### src/rtc_regs.svh
// Register addresses, field positions, reset values and timing for the RTC.
`ifndef RTC_TIME_REGS_SVH
`define RTC_TIME_REGS_SVH

// ----------------------------------------------------------------------
// Register addresses
// ----------------------------------------------------------------------
`define RTC_ADDR_SECONDS 8'h04
`define RTC_ADDR_MINUTES 8'h05
`define RTC_ADDR_HOURS 8'h06
`define RTC_ADDR_DAYS 8'h07
`define RTC_ADDR_WEEKDAYS 8'h08
`define RTC_ADDR_MONTHS 8'h09
`define RTC_ADDR_YEARS 8'h0a

// ----------------------------------------------------------------------
// Field positions and masks
// ----------------------------------------------------------------------
`define RTC_OSC_FLAG_BIT 7
`define RTC_PM_BIT 5
`define RTC_SEC_MASK 8'h7f
`define RTC_MIN_MASK 8'h7f
`define RTC_HOUR24_MASK 8'h3f
`define RTC_HOUR12_MASK 8'h1f
`define RTC_DAY_MASK 8'h3f
`define RTC_WDAY_MASK 8'h07
`define RTC_MONTH_MASK 8'h1f
`define RTC_YEAR_MASK 8'hff

// ----------------------------------------------------------------------
// Reset values and range limits (BCD)
// ----------------------------------------------------------------------
`define RTC_RST_SECONDS 8'h00
`define RTC_RST_MINUTES 8'h00
`define RTC_RST_HOURS 8'h00
`define RTC_RST_DAYS 8'h01
`define RTC_RST_WEEKDAY 8'h06
`define RTC_RST_MONTH 8'h01
`define RTC_RST_YEAR 8'h00
`define RTC_MAX_SEC_MIN 8'h59
`define RTC_MAX_HOUR24 8'h23
`define RTC_HOUR12_NOON 8'h12
`define RTC_HOUR12_LAST 8'h11
`define RTC_FIRST_DAY 8'h01
`define RTC_MAX_WEEKDAY 8'h06
`define RTC_MONTH_FEB 8'h02
`define RTC_MONTH_DEC 8'h12
`define RTC_MAX_YEAR 8'h99
`define RTC_BCD_NINE 4'h9

// ----------------------------------------------------------------------
// Timing
// ----------------------------------------------------------------------
`define RTC_CLK_PERIOD_NS 25
`define RTC_OSC_STOP_TIME_NS 100000
`define RTC_OSC_EDGES_PER_SEC 32768
`define RTC_OSC_STABLE_EDGES 8192

`endif

### src/rtc_pkg.sv
// Types shared by the RTC time and date counter block.
package rtc_pkg;

    typedef logic [7:0] rtc_byte_t;

    typedef enum logic {
        RTC_TICK_IDLE,
        RTC_TICK_HELD
    } rtc_tick_state_t;

endpackage

### src/rtc_sync3.sv
// Three-stage synchroniser that accepts a change once stages two and three agree.
`timescale 1ns/100ps
module rtc_sync3 (
    // Clock and reset
    input wire logic clk_sys_i,
    input wire logic rstn_i,
    // Asynchronous input and synchronised level
    input wire logic async_i,
    output logic level_o
);

    logic meta_reg;
    logic stage2_reg;
    logic stage3_reg;

    always_ff @(posedge clk_sys_i or negedge rstn_i) begin
        if (!rstn_i) begin
            meta_reg <= 1'b0;
            stage2_reg <= 1'b0;
            stage3_reg <= 1'b0;
        end else begin
            meta_reg <= async_i;
            stage2_reg <= meta_reg;
            stage3_reg <= stage2_reg;
        end
    end

    always_ff @(posedge clk_sys_i or negedge rstn_i) begin
        if (!rstn_i) begin
            level_o <= 1'b0;
        end else if (stage2_reg == stage3_reg) begin
            level_o <= stage3_reg;
        end
    end

endmodule

### src/rtc_osc_monitor.sv
// Crystal monitor: start-up qualification, stop detection and 1 Hz tick.
`timescale 1ns/100ps
`include "rtc_regs.svh"
module rtc_osc_monitor #(
    parameter int STOP_CYCLES = (`RTC_OSC_STOP_TIME_NS + `RTC_CLK_PERIOD_NS
        - 1) / `RTC_CLK_PERIOD_NS,
    parameter int STABLE_EDGES = `RTC_OSC_STABLE_EDGES,
    parameter int EDGES_PER_SEC = `RTC_OSC_EDGES_PER_SEC
) (
    // Clock and reset
    input wire logic clk_sys_i,
    input wire logic rstn_i,
    // Synchronised crystal level
    input wire logic osc_level_i,
    // Status and tick
    output logic osc_running_o,
    output logic tick_1hz_o
);

    localparam int WD_W = $clog2(STOP_CYCLES + 1);
    localparam int ST_W = $clog2(STABLE_EDGES + 1);
    localparam int PS_W = $clog2(EDGES_PER_SEC + 1);

    if (STOP_CYCLES < 2 || STABLE_EDGES < 1 || EDGES_PER_SEC < 2) begin : g_chk
        $error("rtc_osc_monitor: counts too small");
    end

    logic level_d_reg;
    logic rise;
    logic [WD_W-1:0] wd_reg;
    logic [ST_W-1:0] stable_reg;
    logic [PS_W-1:0] presc_reg;
    logic stopped;

    assign rise = osc_level_i & ~level_d_reg;
    assign stopped = (wd_reg == WD_W'(STOP_CYCLES));

    always_ff @(posedge clk_sys_i or negedge rstn_i) begin
        if (!rstn_i) begin
            level_d_reg <= 1'b0;
        end else begin
            level_d_reg <= osc_level_i;
        end
    end

    // A missing edge for longer than the stop time means the crystal halted.
    always_ff @(posedge clk_sys_i or negedge rstn_i) begin
        if (!rstn_i) begin
            wd_reg <= '0;
        end else if (rise) begin
            wd_reg <= '0;
        end else if (!stopped) begin
            wd_reg <= wd_reg + WD_W'(1);
        end
    end

    // Running only after a long unbroken run of edges since reset or the last stop.
    always_ff @(posedge clk_sys_i or negedge rstn_i) begin
        if (!rstn_i) begin
            stable_reg <= '0;
            osc_running_o <= 1'b0;
        end else if (stopped) begin
            stable_reg <= '0;
            osc_running_o <= 1'b0;
        end else if (rise && stable_reg != ST_W'(STABLE_EDGES)) begin
            stable_reg <= stable_reg + ST_W'(1);
        end else if (stable_reg == ST_W'(STABLE_EDGES)) begin
            osc_running_o <= 1'b1;
        end
    end

    always_ff @(posedge clk_sys_i or negedge rstn_i) begin
        if (!rstn_i) begin
            presc_reg <= '0;
            tick_1hz_o <= 1'b0;
        end else begin
            tick_1hz_o <= 1'b0;
            if (!osc_running_o) begin
                presc_reg <= '0;
            end else if (rise) begin
                if (presc_reg == PS_W'(EDGES_PER_SEC - 1)) begin
                    presc_reg <= '0;
                    tick_1hz_o <= 1'b1;
                end else begin
                    presc_reg <= presc_reg + PS_W'(1);
                end
            end
        end
    end

endmodule

### src/rtc_time_counters.sv
// Clock and calendar counter registers of the real-time clock.
`timescale 1ns/100ps
`include "rtc_regs.svh"
module rtc_time_counters
    import rtc_pkg::*;
#(
    parameter int STOP_CYCLES = (`RTC_OSC_STOP_TIME_NS + `RTC_CLK_PERIOD_NS
        - 1) / `RTC_CLK_PERIOD_NS,
    parameter int STABLE_EDGES = `RTC_OSC_STABLE_EDGES,
    parameter int EDGES_PER_SEC = `RTC_OSC_EDGES_PER_SEC
) (
    // Clock and reset
    input wire logic clk_sys_i,
    input wire logic rstn_i,
    // Crystal oscillator output, asynchronous to the system clock
    input wire logic osc_clk_i,
    // Hour format selection from the control register
    input wire logic mode_12h_i,
    // Register port from the serial bus logic
    input wire logic access_active_i,
    input wire logic [7:0] reg_addr_i,
    input wire logic reg_wr_i,
    input wire logic [7:0] reg_wdata_i,
    input wire logic reg_rd_i,
    output rtc_byte_t reg_rdata_o,
    // Status
    output logic osc_halt_flag_o,
    output logic second_tick_o
);

    // ------------------------------------------------------------------
    // BCD helpers
    // ------------------------------------------------------------------
    function automatic rtc_byte_t bcd_inc(input rtc_byte_t v);
        if (v[3:0] >= `RTC_BCD_NINE) begin
            bcd_inc = {v[7:4] + 4'h1, 4'h0};
        end else begin
            bcd_inc = {v[7:4], v[3:0] + 4'h1};
        end
    endfunction

    function automatic logic leap_year(input rtc_byte_t y);
        // A BCD value is a multiple of four when the units follow the tens
        // parity: even tens with 0/4/8, odd tens with 2/6.
        if (y[4]) begin
            leap_year = (y[3:0] == 4'h2) || (y[3:0] == 4'h6);
        end else begin
            leap_year = (y[3:0] == 4'h0) || (y[3:0] == 4'h4) ||
                (y[3:0] == 4'h8);
        end
    endfunction

    function automatic rtc_byte_t last_day(input rtc_byte_t m,
                                           input rtc_byte_t y);
        case (m)
            8'h02: last_day = leap_year(y) ? 8'h29 : 8'h28;
            8'h04, 8'h06, 8'h09, 8'h11: last_day = 8'h30;
            default: last_day = 8'h31;
        endcase
    endfunction

    // ------------------------------------------------------------------
    // Oscillator supervision
    // ------------------------------------------------------------------
    logic osc_level;
    logic osc_running;
    logic tick_1hz;

    rtc_sync3 u_osc_sync (
        .clk_sys_i(clk_sys_i),
        .rstn_i(rstn_i),
        .async_i(osc_clk_i),
        .level_o(osc_level)
    );

    rtc_osc_monitor #(
        .STOP_CYCLES(STOP_CYCLES),
        .STABLE_EDGES(STABLE_EDGES),
        .EDGES_PER_SEC(EDGES_PER_SEC)
    ) u_osc_mon (
        .clk_sys_i(clk_sys_i),
        .rstn_i(rstn_i),
        .osc_level_i(osc_level),
        .osc_running_o(osc_running),
        .tick_1hz_o(tick_1hz)
    );

    // ------------------------------------------------------------------
    // Registers and write strobes
    // ------------------------------------------------------------------
    rtc_byte_t sec_reg;
    rtc_byte_t min_reg;
    rtc_byte_t hour_reg;
    rtc_byte_t day_reg;
    rtc_byte_t wday_reg;
    rtc_byte_t month_reg;
    rtc_byte_t year_reg;
    logic osc_flag_reg;

    logic wr_sec;
    logic wr_min;
    logic wr_hour;
    logic wr_day;
    logic wr_wday;
    logic wr_month;
    logic wr_year;

    assign wr_sec = reg_wr_i && (reg_addr_i == `RTC_ADDR_SECONDS);
    assign wr_min = reg_wr_i && (reg_addr_i == `RTC_ADDR_MINUTES);
    assign wr_hour = reg_wr_i && (reg_addr_i == `RTC_ADDR_HOURS);
    assign wr_day = reg_wr_i && (reg_addr_i == `RTC_ADDR_DAYS);
    assign wr_wday = reg_wr_i && (reg_addr_i == `RTC_ADDR_WEEKDAYS);
    assign wr_month = reg_wr_i && (reg_addr_i == `RTC_ADDR_MONTHS);
    assign wr_year = reg_wr_i && (reg_addr_i == `RTC_ADDR_YEARS);

    // ------------------------------------------------------------------
    // Tick holding while an access is in progress
    // ------------------------------------------------------------------
    rtc_tick_state_t tick_state_reg;
    logic can_apply;
    logic advance;

    // A write in the same cycle also defers the tick, so a write is never
    // overwritten by a carry computed from the old contents.
    assign can_apply = !access_active_i && !reg_wr_i;
    assign advance = can_apply &&
        (tick_1hz || tick_state_reg == RTC_TICK_HELD);
    assign second_tick_o = advance;

    always_ff @(posedge clk_sys_i or negedge rstn_i) begin
        if (!rstn_i) begin
            tick_state_reg <= RTC_TICK_IDLE;
        end else begin
            case (tick_state_reg)
                RTC_TICK_IDLE: begin
                    if (tick_1hz && !can_apply) begin
                        tick_state_reg <= RTC_TICK_HELD;
                    end
                end
                RTC_TICK_HELD: begin
                    // Only one tick can wait; a second one while held is lost.
                    if (can_apply && !tick_1hz) begin
                        tick_state_reg <= RTC_TICK_IDLE;
                    end
                end
                default: tick_state_reg <= RTC_TICK_IDLE;
            endcase
        end
    end

    // ------------------------------------------------------------------
    // Carry chain
    // ------------------------------------------------------------------
    rtc_byte_t sec_next;
    rtc_byte_t min_next;
    rtc_byte_t hour_next;
    rtc_byte_t day_next;
    rtc_byte_t wday_next;
    rtc_byte_t month_next;
    rtc_byte_t year_next;
    logic carry_min;
    logic carry_hour;
    logic carry_day;
    logic carry_month;
    logic carry_year;

    always_comb begin
        carry_min = (sec_reg >= `RTC_MAX_SEC_MIN);
        sec_next = carry_min ? 8'h00 : bcd_inc(sec_reg);
        carry_hour = carry_min && (min_reg >= `RTC_MAX_SEC_MIN);
        min_next = min_reg;
        if (carry_min) begin
            min_next = (min_reg >= `RTC_MAX_SEC_MIN) ? 8'h00 :
                bcd_inc(min_reg);
        end
    end

    always_comb begin
        hour_next = hour_reg;
        carry_day = 1'b0;
        if (carry_hour) begin
            if (mode_12h_i) begin
                // Twelve o'clock follows eleven and flips the half of day;
                // one o'clock follows twelve without flipping it.
                if (hour_reg[4:0] == `RTC_HOUR12_NOON) begin
                    hour_next = {hour_reg[7:5], 5'h01};
                end else if (hour_reg[4:0] == `RTC_HOUR12_LAST) begin
                    hour_next = {2'b00, ~hour_reg[`RTC_PM_BIT],
                        5'(`RTC_HOUR12_NOON)};
                    carry_day = hour_reg[`RTC_PM_BIT];
                end else begin
                    hour_next = {2'b00, hour_reg[`RTC_PM_BIT],
                        5'(bcd_inc(hour_reg & `RTC_HOUR12_MASK))};
                end
            end else begin
                if (hour_reg >= `RTC_MAX_HOUR24) begin
                    hour_next = 8'h00;
                    carry_day = 1'b1;
                end else begin
                    hour_next = bcd_inc(hour_reg);
                end
            end
        end
    end

    always_comb begin
        day_next = day_reg;
        wday_next = wday_reg;
        carry_month = 1'b0;
        if (carry_day) begin
            if (day_reg >= last_day(month_reg, year_reg)) begin
                day_next = `RTC_FIRST_DAY;
                carry_month = 1'b1;
            end else begin
                day_next = bcd_inc(day_reg);
            end
            wday_next = (wday_reg >= `RTC_MAX_WEEKDAY) ? 8'h00 :
                wday_reg + 8'h01;
        end
    end

    always_comb begin
        month_next = month_reg;
        year_next = year_reg;
        carry_year = carry_month && (month_reg >= `RTC_MONTH_DEC);
        if (carry_month) begin
            month_next = carry_year ? `RTC_RST_MONTH :
                bcd_inc(month_reg);
        end
        if (carry_year) begin
            year_next = (year_reg >= `RTC_MAX_YEAR) ? 8'h00 :
                bcd_inc(year_reg);
        end
    end

    // ------------------------------------------------------------------
    // Seconds and oscillator halt flag
    // ------------------------------------------------------------------
    always_ff @(posedge clk_sys_i or negedge rstn_i) begin
        if (!rstn_i) begin
            sec_reg <= `RTC_RST_SECONDS;
        end else if (wr_sec) begin
            sec_reg <= reg_wdata_i & `RTC_SEC_MASK;
        end else if (advance) begin
            sec_reg <= sec_next;
        end
    end

    // A halted oscillator wins over a clear in the same cycle, so software
    // can only see the flag at zero once the crystal really runs.
    always_ff @(posedge clk_sys_i or negedge rstn_i) begin
        if (!rstn_i) begin
            osc_flag_reg <= 1'b1;
        end else if (!osc_running) begin
            osc_flag_reg <= 1'b1;
        end else if (wr_sec) begin
            osc_flag_reg <= reg_wdata_i[`RTC_OSC_FLAG_BIT];
        end
    end

    assign osc_halt_flag_o = osc_flag_reg;

    // ------------------------------------------------------------------
    // Minutes, hours, day and weekday
    // ------------------------------------------------------------------
    always_ff @(posedge clk_sys_i or negedge rstn_i) begin
        if (!rstn_i) begin
            min_reg <= `RTC_RST_MINUTES;
        end else if (wr_min) begin
            min_reg <= reg_wdata_i & `RTC_MIN_MASK;
        end else if (advance) begin
            min_reg <= min_next;
        end
    end

    // The stored bits are the same in both formats; switching format does
    // not convert the count, so software rewrites the hours after a switch.
    always_ff @(posedge clk_sys_i or negedge rstn_i) begin
        if (!rstn_i) begin
            hour_reg <= `RTC_RST_HOURS;
        end else if (wr_hour) begin
            hour_reg <= reg_wdata_i & `RTC_HOUR24_MASK;
        end else if (advance) begin
            hour_reg <= hour_next;
        end
    end

    always_ff @(posedge clk_sys_i or negedge rstn_i) begin
        if (!rstn_i) begin
            day_reg <= `RTC_RST_DAYS;
        end else if (wr_day) begin
            day_reg <= reg_wdata_i & `RTC_DAY_MASK;
        end else if (advance) begin
            day_reg <= day_next;
        end
    end

    always_ff @(posedge clk_sys_i or negedge rstn_i) begin
        if (!rstn_i) begin
            wday_reg <= `RTC_RST_WEEKDAY;
        end else if (wr_wday) begin
            wday_reg <= reg_wdata_i & `RTC_WDAY_MASK;
        end else if (advance) begin
            wday_reg <= wday_next;
        end
    end

    // ------------------------------------------------------------------
    // Month and year
    // ------------------------------------------------------------------
    always_ff @(posedge clk_sys_i or negedge rstn_i) begin
        if (!rstn_i) begin
            month_reg <= `RTC_RST_MONTH;
        end else if (wr_month) begin
            month_reg <= reg_wdata_i & `RTC_MONTH_MASK;
        end else if (advance) begin
            month_reg <= month_next;
        end
    end

    always_ff @(posedge clk_sys_i or negedge rstn_i) begin
        if (!rstn_i) begin
            year_reg <= `RTC_RST_YEAR;
        end else if (wr_year) begin
            year_reg <= reg_wdata_i & `RTC_YEAR_MASK;
        end else if (advance) begin
            year_reg <= year_next;
        end
    end

    // ------------------------------------------------------------------
    // Read data
    // ------------------------------------------------------------------
    always_ff @(posedge clk_sys_i or negedge rstn_i) begin
        if (!rstn_i) begin
            reg_rdata_o <= 8'h00;
        end else if (reg_rd_i) begin
            case (reg_addr_i)
                `RTC_ADDR_SECONDS:
                    reg_rdata_o <= {osc_flag_reg, sec_reg[6:0]};
                `RTC_ADDR_MINUTES: reg_rdata_o <= min_reg;
                `RTC_ADDR_HOURS: reg_rdata_o <= hour_reg;
                `RTC_ADDR_DAYS: reg_rdata_o <= day_reg;
                `RTC_ADDR_WEEKDAYS: reg_rdata_o <= wday_reg;
                `RTC_ADDR_MONTHS: reg_rdata_o <= month_reg;
                `RTC_ADDR_YEARS: reg_rdata_o <= year_reg;
                default: reg_rdata_o <= 8'h00;
            endcase
        end
    end

endmodule

### config.mk
export PLATFORM = sky130hd
export DESIGN_NAME = rtc_time_counters
export DESIGN_NICKNAME = d
export VERILOG_FILES = /design/src/rtc_pkg.sv /design/src/rtc_sync3.sv /design/src/rtc_osc_monitor.sv /design/src/rtc_time_counters.sv
export VERILOG_INCLUDE_DIRS = /design/src
export SDC_FILE = /design/constraint.sdc
export NUM_CORES = 1
export LEC_CHECK = 0
export ABC_AREA = 1
export BUFFER_PORTS_ARGS = -buffer_cell sky130_fd_sc_hd__clkbuf_2
export CAP_MARGIN = 20
export CORE_AREA = 2 2 87 152
export CTS_CLUSTER_DIAMETER = 120
export DETAILED_ROUTE_END_ITERATION = 8
export DIE_AREA = 0 0 89 154
export HOLD_SLACK_MARGIN = 0.03
export PLACE_DENSITY = 0.77
export SETUP_SLACK_MARGIN = 0.1
export SLEW_MARGIN = 20
export SYNTH_ARGS = -nofsm -noshare
export SYNTH_HDL_FRONTEND = slang
export SYNTH_SLANG_ARGS = --single-unit
### constraint.sdc
create_clock -name clk_sys_i -period 5 [get_ports clk_sys_i]
set_clock_uncertainty 0.05 [all_clocks]
set_input_delay 0.75 -clock clk_sys_i [delete_from_list [all_inputs] [get_ports clk_sys_i]]
set_output_delay 0.75 -clock clk_sys_i [all_outputs]
set_load 0.1 [all_outputs]
[Word level (Yosys, flattened, before mapping)]
Index checks and enable logic that the tools add are counted.
Operators by class
  multiplexer cells: 69
  equality and inequality tests: 30
  $lt $le $gt $ge: 13
  bitwise logic cells: 4
  $add $sub $neg: 17
  reduce and logical (&&, ||, !) cells: 60
Operators with widths (count)
  $mux W8: 36
  $pmux W8 S7: 1
  $add A4 B1 Y4 const B: 12
  $eq A8 B3 Y1 const B: 6
  $mux W16: 3
  $eq A8 B4 Y1 const B: 4
  $reduce_bool A2 Y1: 15
  $mux W14: 2
  $ge A4 B4 Y1 const B: 6
  $mux W12: 2
  $mux W1: 21
  $add A16 B1 Y16 const B: 1
  $eq A16 B15 Y1 const B: 1
  $ge A8 B7 Y1 const B: 2
  $reduce_and A2 Y1: 8
  $reduce_bool A3 Y1: 5
  $add A14 B1 Y14 const B: 1
  $eq A14 B14 Y1 const B: 1
  $logic_and A1 B1 Y1: 14
  $ne A14 B14 Y1 const B: 1
  $add A12 B1 Y12 const B: 1
  $eq A12 B12 Y1 const B: 1
  $reduce_and A3 Y1: 4
  $eq A5 B5 Y1 const B: 2
  31 further kinds: 43
Word-level totals
  output and inout bits: 10
  bits in registers: 115

[Longest topological paths before layout]
  depth after elaboration: 17
  gate-level depth with buffers: 20
  gate-level depth less buffers: 20

[Hierarchy]
A second synthesis with hierarchy kept.
Second synthesis, totals
  cells, all modules: 1033
  area, all modules: 7748.7 um2
Modules (own cells, without submodules)
  rtc_time_counters: area each 4929.7 um2, sequential area each 1657.8 um2, times used 1, cells each 669
  rtc_osc_monitor: area each 2702.6 um2, sequential area each 1126.1 um2, times used 1, cells each 356
  rtc_sync3: area each 116.4 um2, sequential area each 100.1 um2, times used 1, cells each 8

[Worst setup path before layout]
OpenSTA, ideal clock, no wires.
  path type: reg2reg
  start point: reg month_reg[0]
  end point: reg month_reg[2]
  period minus slack after synthesis: 2616 ps
  stages on the path, launching flop included: 19
  arrival time: 2501 ps
  slack: 2384 ps
  setup time: 65 ps
  buffers on the path: 1
  data required time: 4885 ps
  cells stage by stage: dfstp_2 > inv_1 > ha_1 > o21ai_0 > o21ai_0 > a21boi_0 > nor2_1 > a31oi_1 > ha_1 > nand2_1 > nor2_1 > nand2_1 > nand3b_2 > nand3_1 > nand2_1 > buf_4 > o21ai_0 > inv_1 > nand2_1
Between the ends
  cells in the longest elaborated chain, start to end: 12
  elaborated cells on any way between the ends: 22
  classes of those cells: add/sub: 1; order compare: 3; eq/ne: 5; mux: 9; reduce/logical: 4
RTL lines
  start, declared: RTL line rtc_time_counters.sv:96  | rtc_byte_t month_reg;
  start signal, assigned: RTL line rtc_time_counters.sv:313  | month_reg <= `RTC_RST_MONTH;
  start signal, assigned: RTL line rtc_time_counters.sv:315  | month_reg <= reg_wdata_i & `RTC_MONTH_MASK;
  start signal, assigned: RTL line rtc_time_counters.sv:317  | month_reg <= month_next;
  $eq A8 B3 Y1 (tied with other cells): RTL line rtc_time_counters.sv:55  | case (m)
  $reduce_or A4 Y1: RTL line rtc_time_counters.sv:55
  $pmux W5 S2: RTL line rtc_time_counters.sv:55
  $mux W8: RTL line rtc_time_counters.sv:210  | if (carry_day) begin
  $ge A8 B8 Y1: RTL line rtc_time_counters.sv:211  | if (day_reg >= last_day(month_reg, year_reg)) begin
  $mux W1: RTL line rtc_time_counters.sv:211
  $mux W1: RTL line rtc_time_counters.sv:210
  $logic_and A1 B1 Y1: RTL line rtc_time_counters.sv:225  | carry_year = carry_month && (month_reg >= `RTC_MONTH_DEC);
  $mux W8: RTL line rtc_time_counters.sv:227  | month_next = carry_year ? `RTC_RST_MONTH :
  $mux W8: RTL line rtc_time_counters.sv:226  | if (carry_month) begin
  $mux W8: RTL line rtc_time_counters.sv:316  | end else if (advance) begin
  $mux W8: RTL line rtc_time_counters.sv:314  | end else if (wr_month) begin
Several ways; a longest one is shown, not always the timed one. The select of a mux whose other input is x is not followed.
A chain may end at the register's enable or synchronous reset.

[Worst setup path in the final report]
  start point: reg month_reg[0]
  end point: reg year_reg[7]
Between the ends
  cells in the longest elaborated chain, start to end: 10
  elaborated cells on any way between the ends: 15
  classes of those cells: order compare: 2; eq/ne: 5; mux: 4; reduce/logical: 4
RTL lines
  $eq A8 B3 Y1 (tied with other cells): RTL line rtc_time_counters.sv:55
  $reduce_or A4 Y1: RTL line rtc_time_counters.sv:55
  $pmux W5 S2: RTL line rtc_time_counters.sv:55
  $mux W8: RTL line rtc_time_counters.sv:210
  $ge A8 B8 Y1: RTL line rtc_time_counters.sv:211
  $mux W1: RTL line rtc_time_counters.sv:211
  $mux W1: RTL line rtc_time_counters.sv:210
  $logic_and A1 B1 Y1 *: RTL line rtc_time_counters.sv:225
  $reduce_bool A2 Y1 (no source line) *
  $reduce_and A3 Y1 (no source line) *
  end signal, assigned: RTL line rtc_time_counters.sv:323  | year_reg <= `RTC_RST_YEAR;
  end signal, assigned: RTL line rtc_time_counters.sv:325  | year_reg <= reg_wdata_i & `RTC_YEAR_MASK;
  end signal, assigned: RTL line rtc_time_counters.sv:327  | year_reg <= year_next;
  end, declared: RTL line rtc_time_counters.sv:97  | rtc_byte_t year_reg;
Every way passes the cells marked *; elsewhere a longest branch is shown, timed or not. The select of a mux whose other input is x is not followed.

==> qor.csv <==
metric;value;unit
H-tree Lvls;4;
Crit Path Category;reg -> reg;
EDFF count, synth;0;
drt total wl;18.7;mm
hpwl dp;13.9;mm
Final Cycle Share;64.1;%
Antenna Cells;0;
number of cells after detailed placement;1166;
Max IR drop VDD;0.255;mV
worst skew pair latency;0.41;ns
Req. time, crit path;5.30;ns
setup bufs post-CTS;0;
critical path launch point type;flip-flop;
share of cells above drive strength 1;11.9;%
Cell variety after synth;45;
Layout area overhead;12.9;%
mean post-synth cell area;7.56;sq um
vias;6791;
DR vias/cell;5.66;
status;complete, no violations;
Setup TNS;0;ns
Routed WL per cell;15.6;um
maxcap violations;0;
min Tclk post-route;3.21;ns
RSZ-0062 raised after global routing;no;
Post-Synthesis Net Count;1043;
Yosys reg bits;115;
first-pass GRT wire length;30.8;mm
post-route insts no fill;1199;
Resized Gates After CTS;0;
final setup fails;0;
Max-slew headroom;53.0;%
worst slew pin tran;0.702;ns
area leader, netlist;dfrtp_1;
Antenna Violating Nets Remaining;0;
worst min-delay path class;in -> async;
CP arrival;3.50;ns
CP endpoint kind;flip-flop;
Synth Warn #;0;
IO Count;33;
largest net degree at the start of global routing;77;
CTS tree;yes;
Slew Limit Fails;0;
Hold Fails Final Rpt;0;
Main synth FF type;dfrtp_1;
overall routing resource usage;28.9;%
Post-CTS Hold Fix Bufs;0;
Cell Area, Placed;7700;sq um
CORE AREA;12400;sq um
vias in the first global route;6728;
most frequent cell after synthesis;nand2_1;
initial antenna violation count;0;
Synth area leaders;dfrtp_1 37%, nand2_1 11%, ha_1 7.6%;
Post-synth top cells;209 x nand2_1, 137 x inv_1, 110 x dfrtp_1;
share of the synthesized area in the top cell type;37.3;%
synthesized instance count;975;
achievable frequency;312;MHz
area of the mapped netlist;7370;sq um
clk buf depth;2;
max reg flops;16;
grt total ovfl;0;
die area;13700;sq um
drt initial violations;519;
post-route cell area;8320;sq um
routability cong.;0.957;
Pre-antenna DRT Iters;5;
register area share after synthesis;39.1;%
Chip Height;154;um
CTS buffer count;17;
Post-layout nets;1086;
post-synthesis async set-or-reset flop share;100;%
Power Dens Cells;342;nW/um^2
Lkg Pwr;0.00412;uW
DRC Markers;0;
Initial Util;59.3;%
root buffer cell;clkbuf_16;
clk sinks;115;
CP Max Fanout;11;
FP Rows;54;
clk slew on worst S/H paths;0.06;ns
die width;89;um
worst r2r path cells;16;
PortBufs;32;
[power by group]
part           leakage [uW]  total (uW)  switching (uW)  internal [uW]
sequential          0.00147        1120            95.4           1030
clock              0.000292        1230             485            748
combinational       0.00236         488             324            164
total               0.00412        2840             905           1940
[layout by cell type, fill, tap and decap left out, types with 7 or more instances in the layout]
master and count:
nand3_1 82, nand4_1 18, o22ai_1 33, clkbuf_2 31
clkbuf_16 17, nor3_1 30, ha_1 45, nand2_2 17
inv_2 10, nor2_1 78, nand2_1 209, o221ai_1 7
o21ai_0 58, inv_1 137, xor2_1 21, dfrtp_1 110
a21oi_1 37
[kinds of logic after synthesis]
group	Yosys count	share of synthesized area, %
simple gates	467	29.0
compound gates	162	12.7
buf+inv	159	8.32
flops	115	39.1
fa+ha+maj	46	7.77
xor+xnor	26	3.09
[per-stage QoR]
stage / worst slack (ns) / total power (uW) / utilization, % / hold slack (ns)
6_report: 1.79 / 2840 / 66.9 / 0.165
3_5_place_dp: 1.95 / 1620 / 61.9 / 0.292
2_1_floorplan: 2.38 / 1470 / - / 0.281
3_3_place_gp: 2.06 / 1610 / 61.9 / 0.302
4_1_cts: 1.90 / 2850 / 66.7 / 0.315
5_1_grt: 1.57 / 2980 / 66.9 / 0.187
[area by class of cell]
type                            instances  area, sq um
Clock buffer                           17          425
Clock inverter                         15          171
Fill cell                            1107         4110
Inverter                              149          559
Multi-Input combinational cell        701         3870
Sequential cell                       115         2880
Tap cell                              168          210
Timing Repair Buffer                   34          198
[path summary, 6_finish.rpt]
kind,from,slack [ns],to
max,month_reg[0],1.79,year_reg[7]
min in group clk_sys_i,u_osc_sync.meta_reg,0.31,u_osc_sync.stage2_reg
max reg2reg,month_reg[0],1.79,year_reg[7]
min,rstn_i,0.17,hour_reg[6]
max in group asynchronous,rstn_i,3.56,month_reg[0]
min reg2reg,u_osc_sync.meta_reg,0.31,u_osc_sync.stage2_reg
[worst max-delay path, cell delays in order (launching register included)]
cell      delay, ns
dfstp_2        0.57
inv_1          0.12
ha_1           0.25
o21ai_0        0.19
o21ai_0        0.10
a21boi_0       0.28
nor2_1         0.08
a31oi_1        0.15
ha_1           0.14
nand2_1        0.05
nor2_1         0.14
nand2_1        0.08
nand3b_2       0.14
nand3_2        0.15
o21ai_2        0.40
nand3_1        0.16
nand2_1        0.10
[per-layer routing]
metal / routed length [um] / vias up / global-route usage [%]
met2: 9820 / 184 / 50.5
li1: - / 3316 / -
met5: 0 / - / 0
met1: 7030 / 3222 / 31.0
met3: 747 / 69 / 5.05
met4: 1140 / 0 / 17.8
Note: power is estimated with default switching activity, not from simulation.
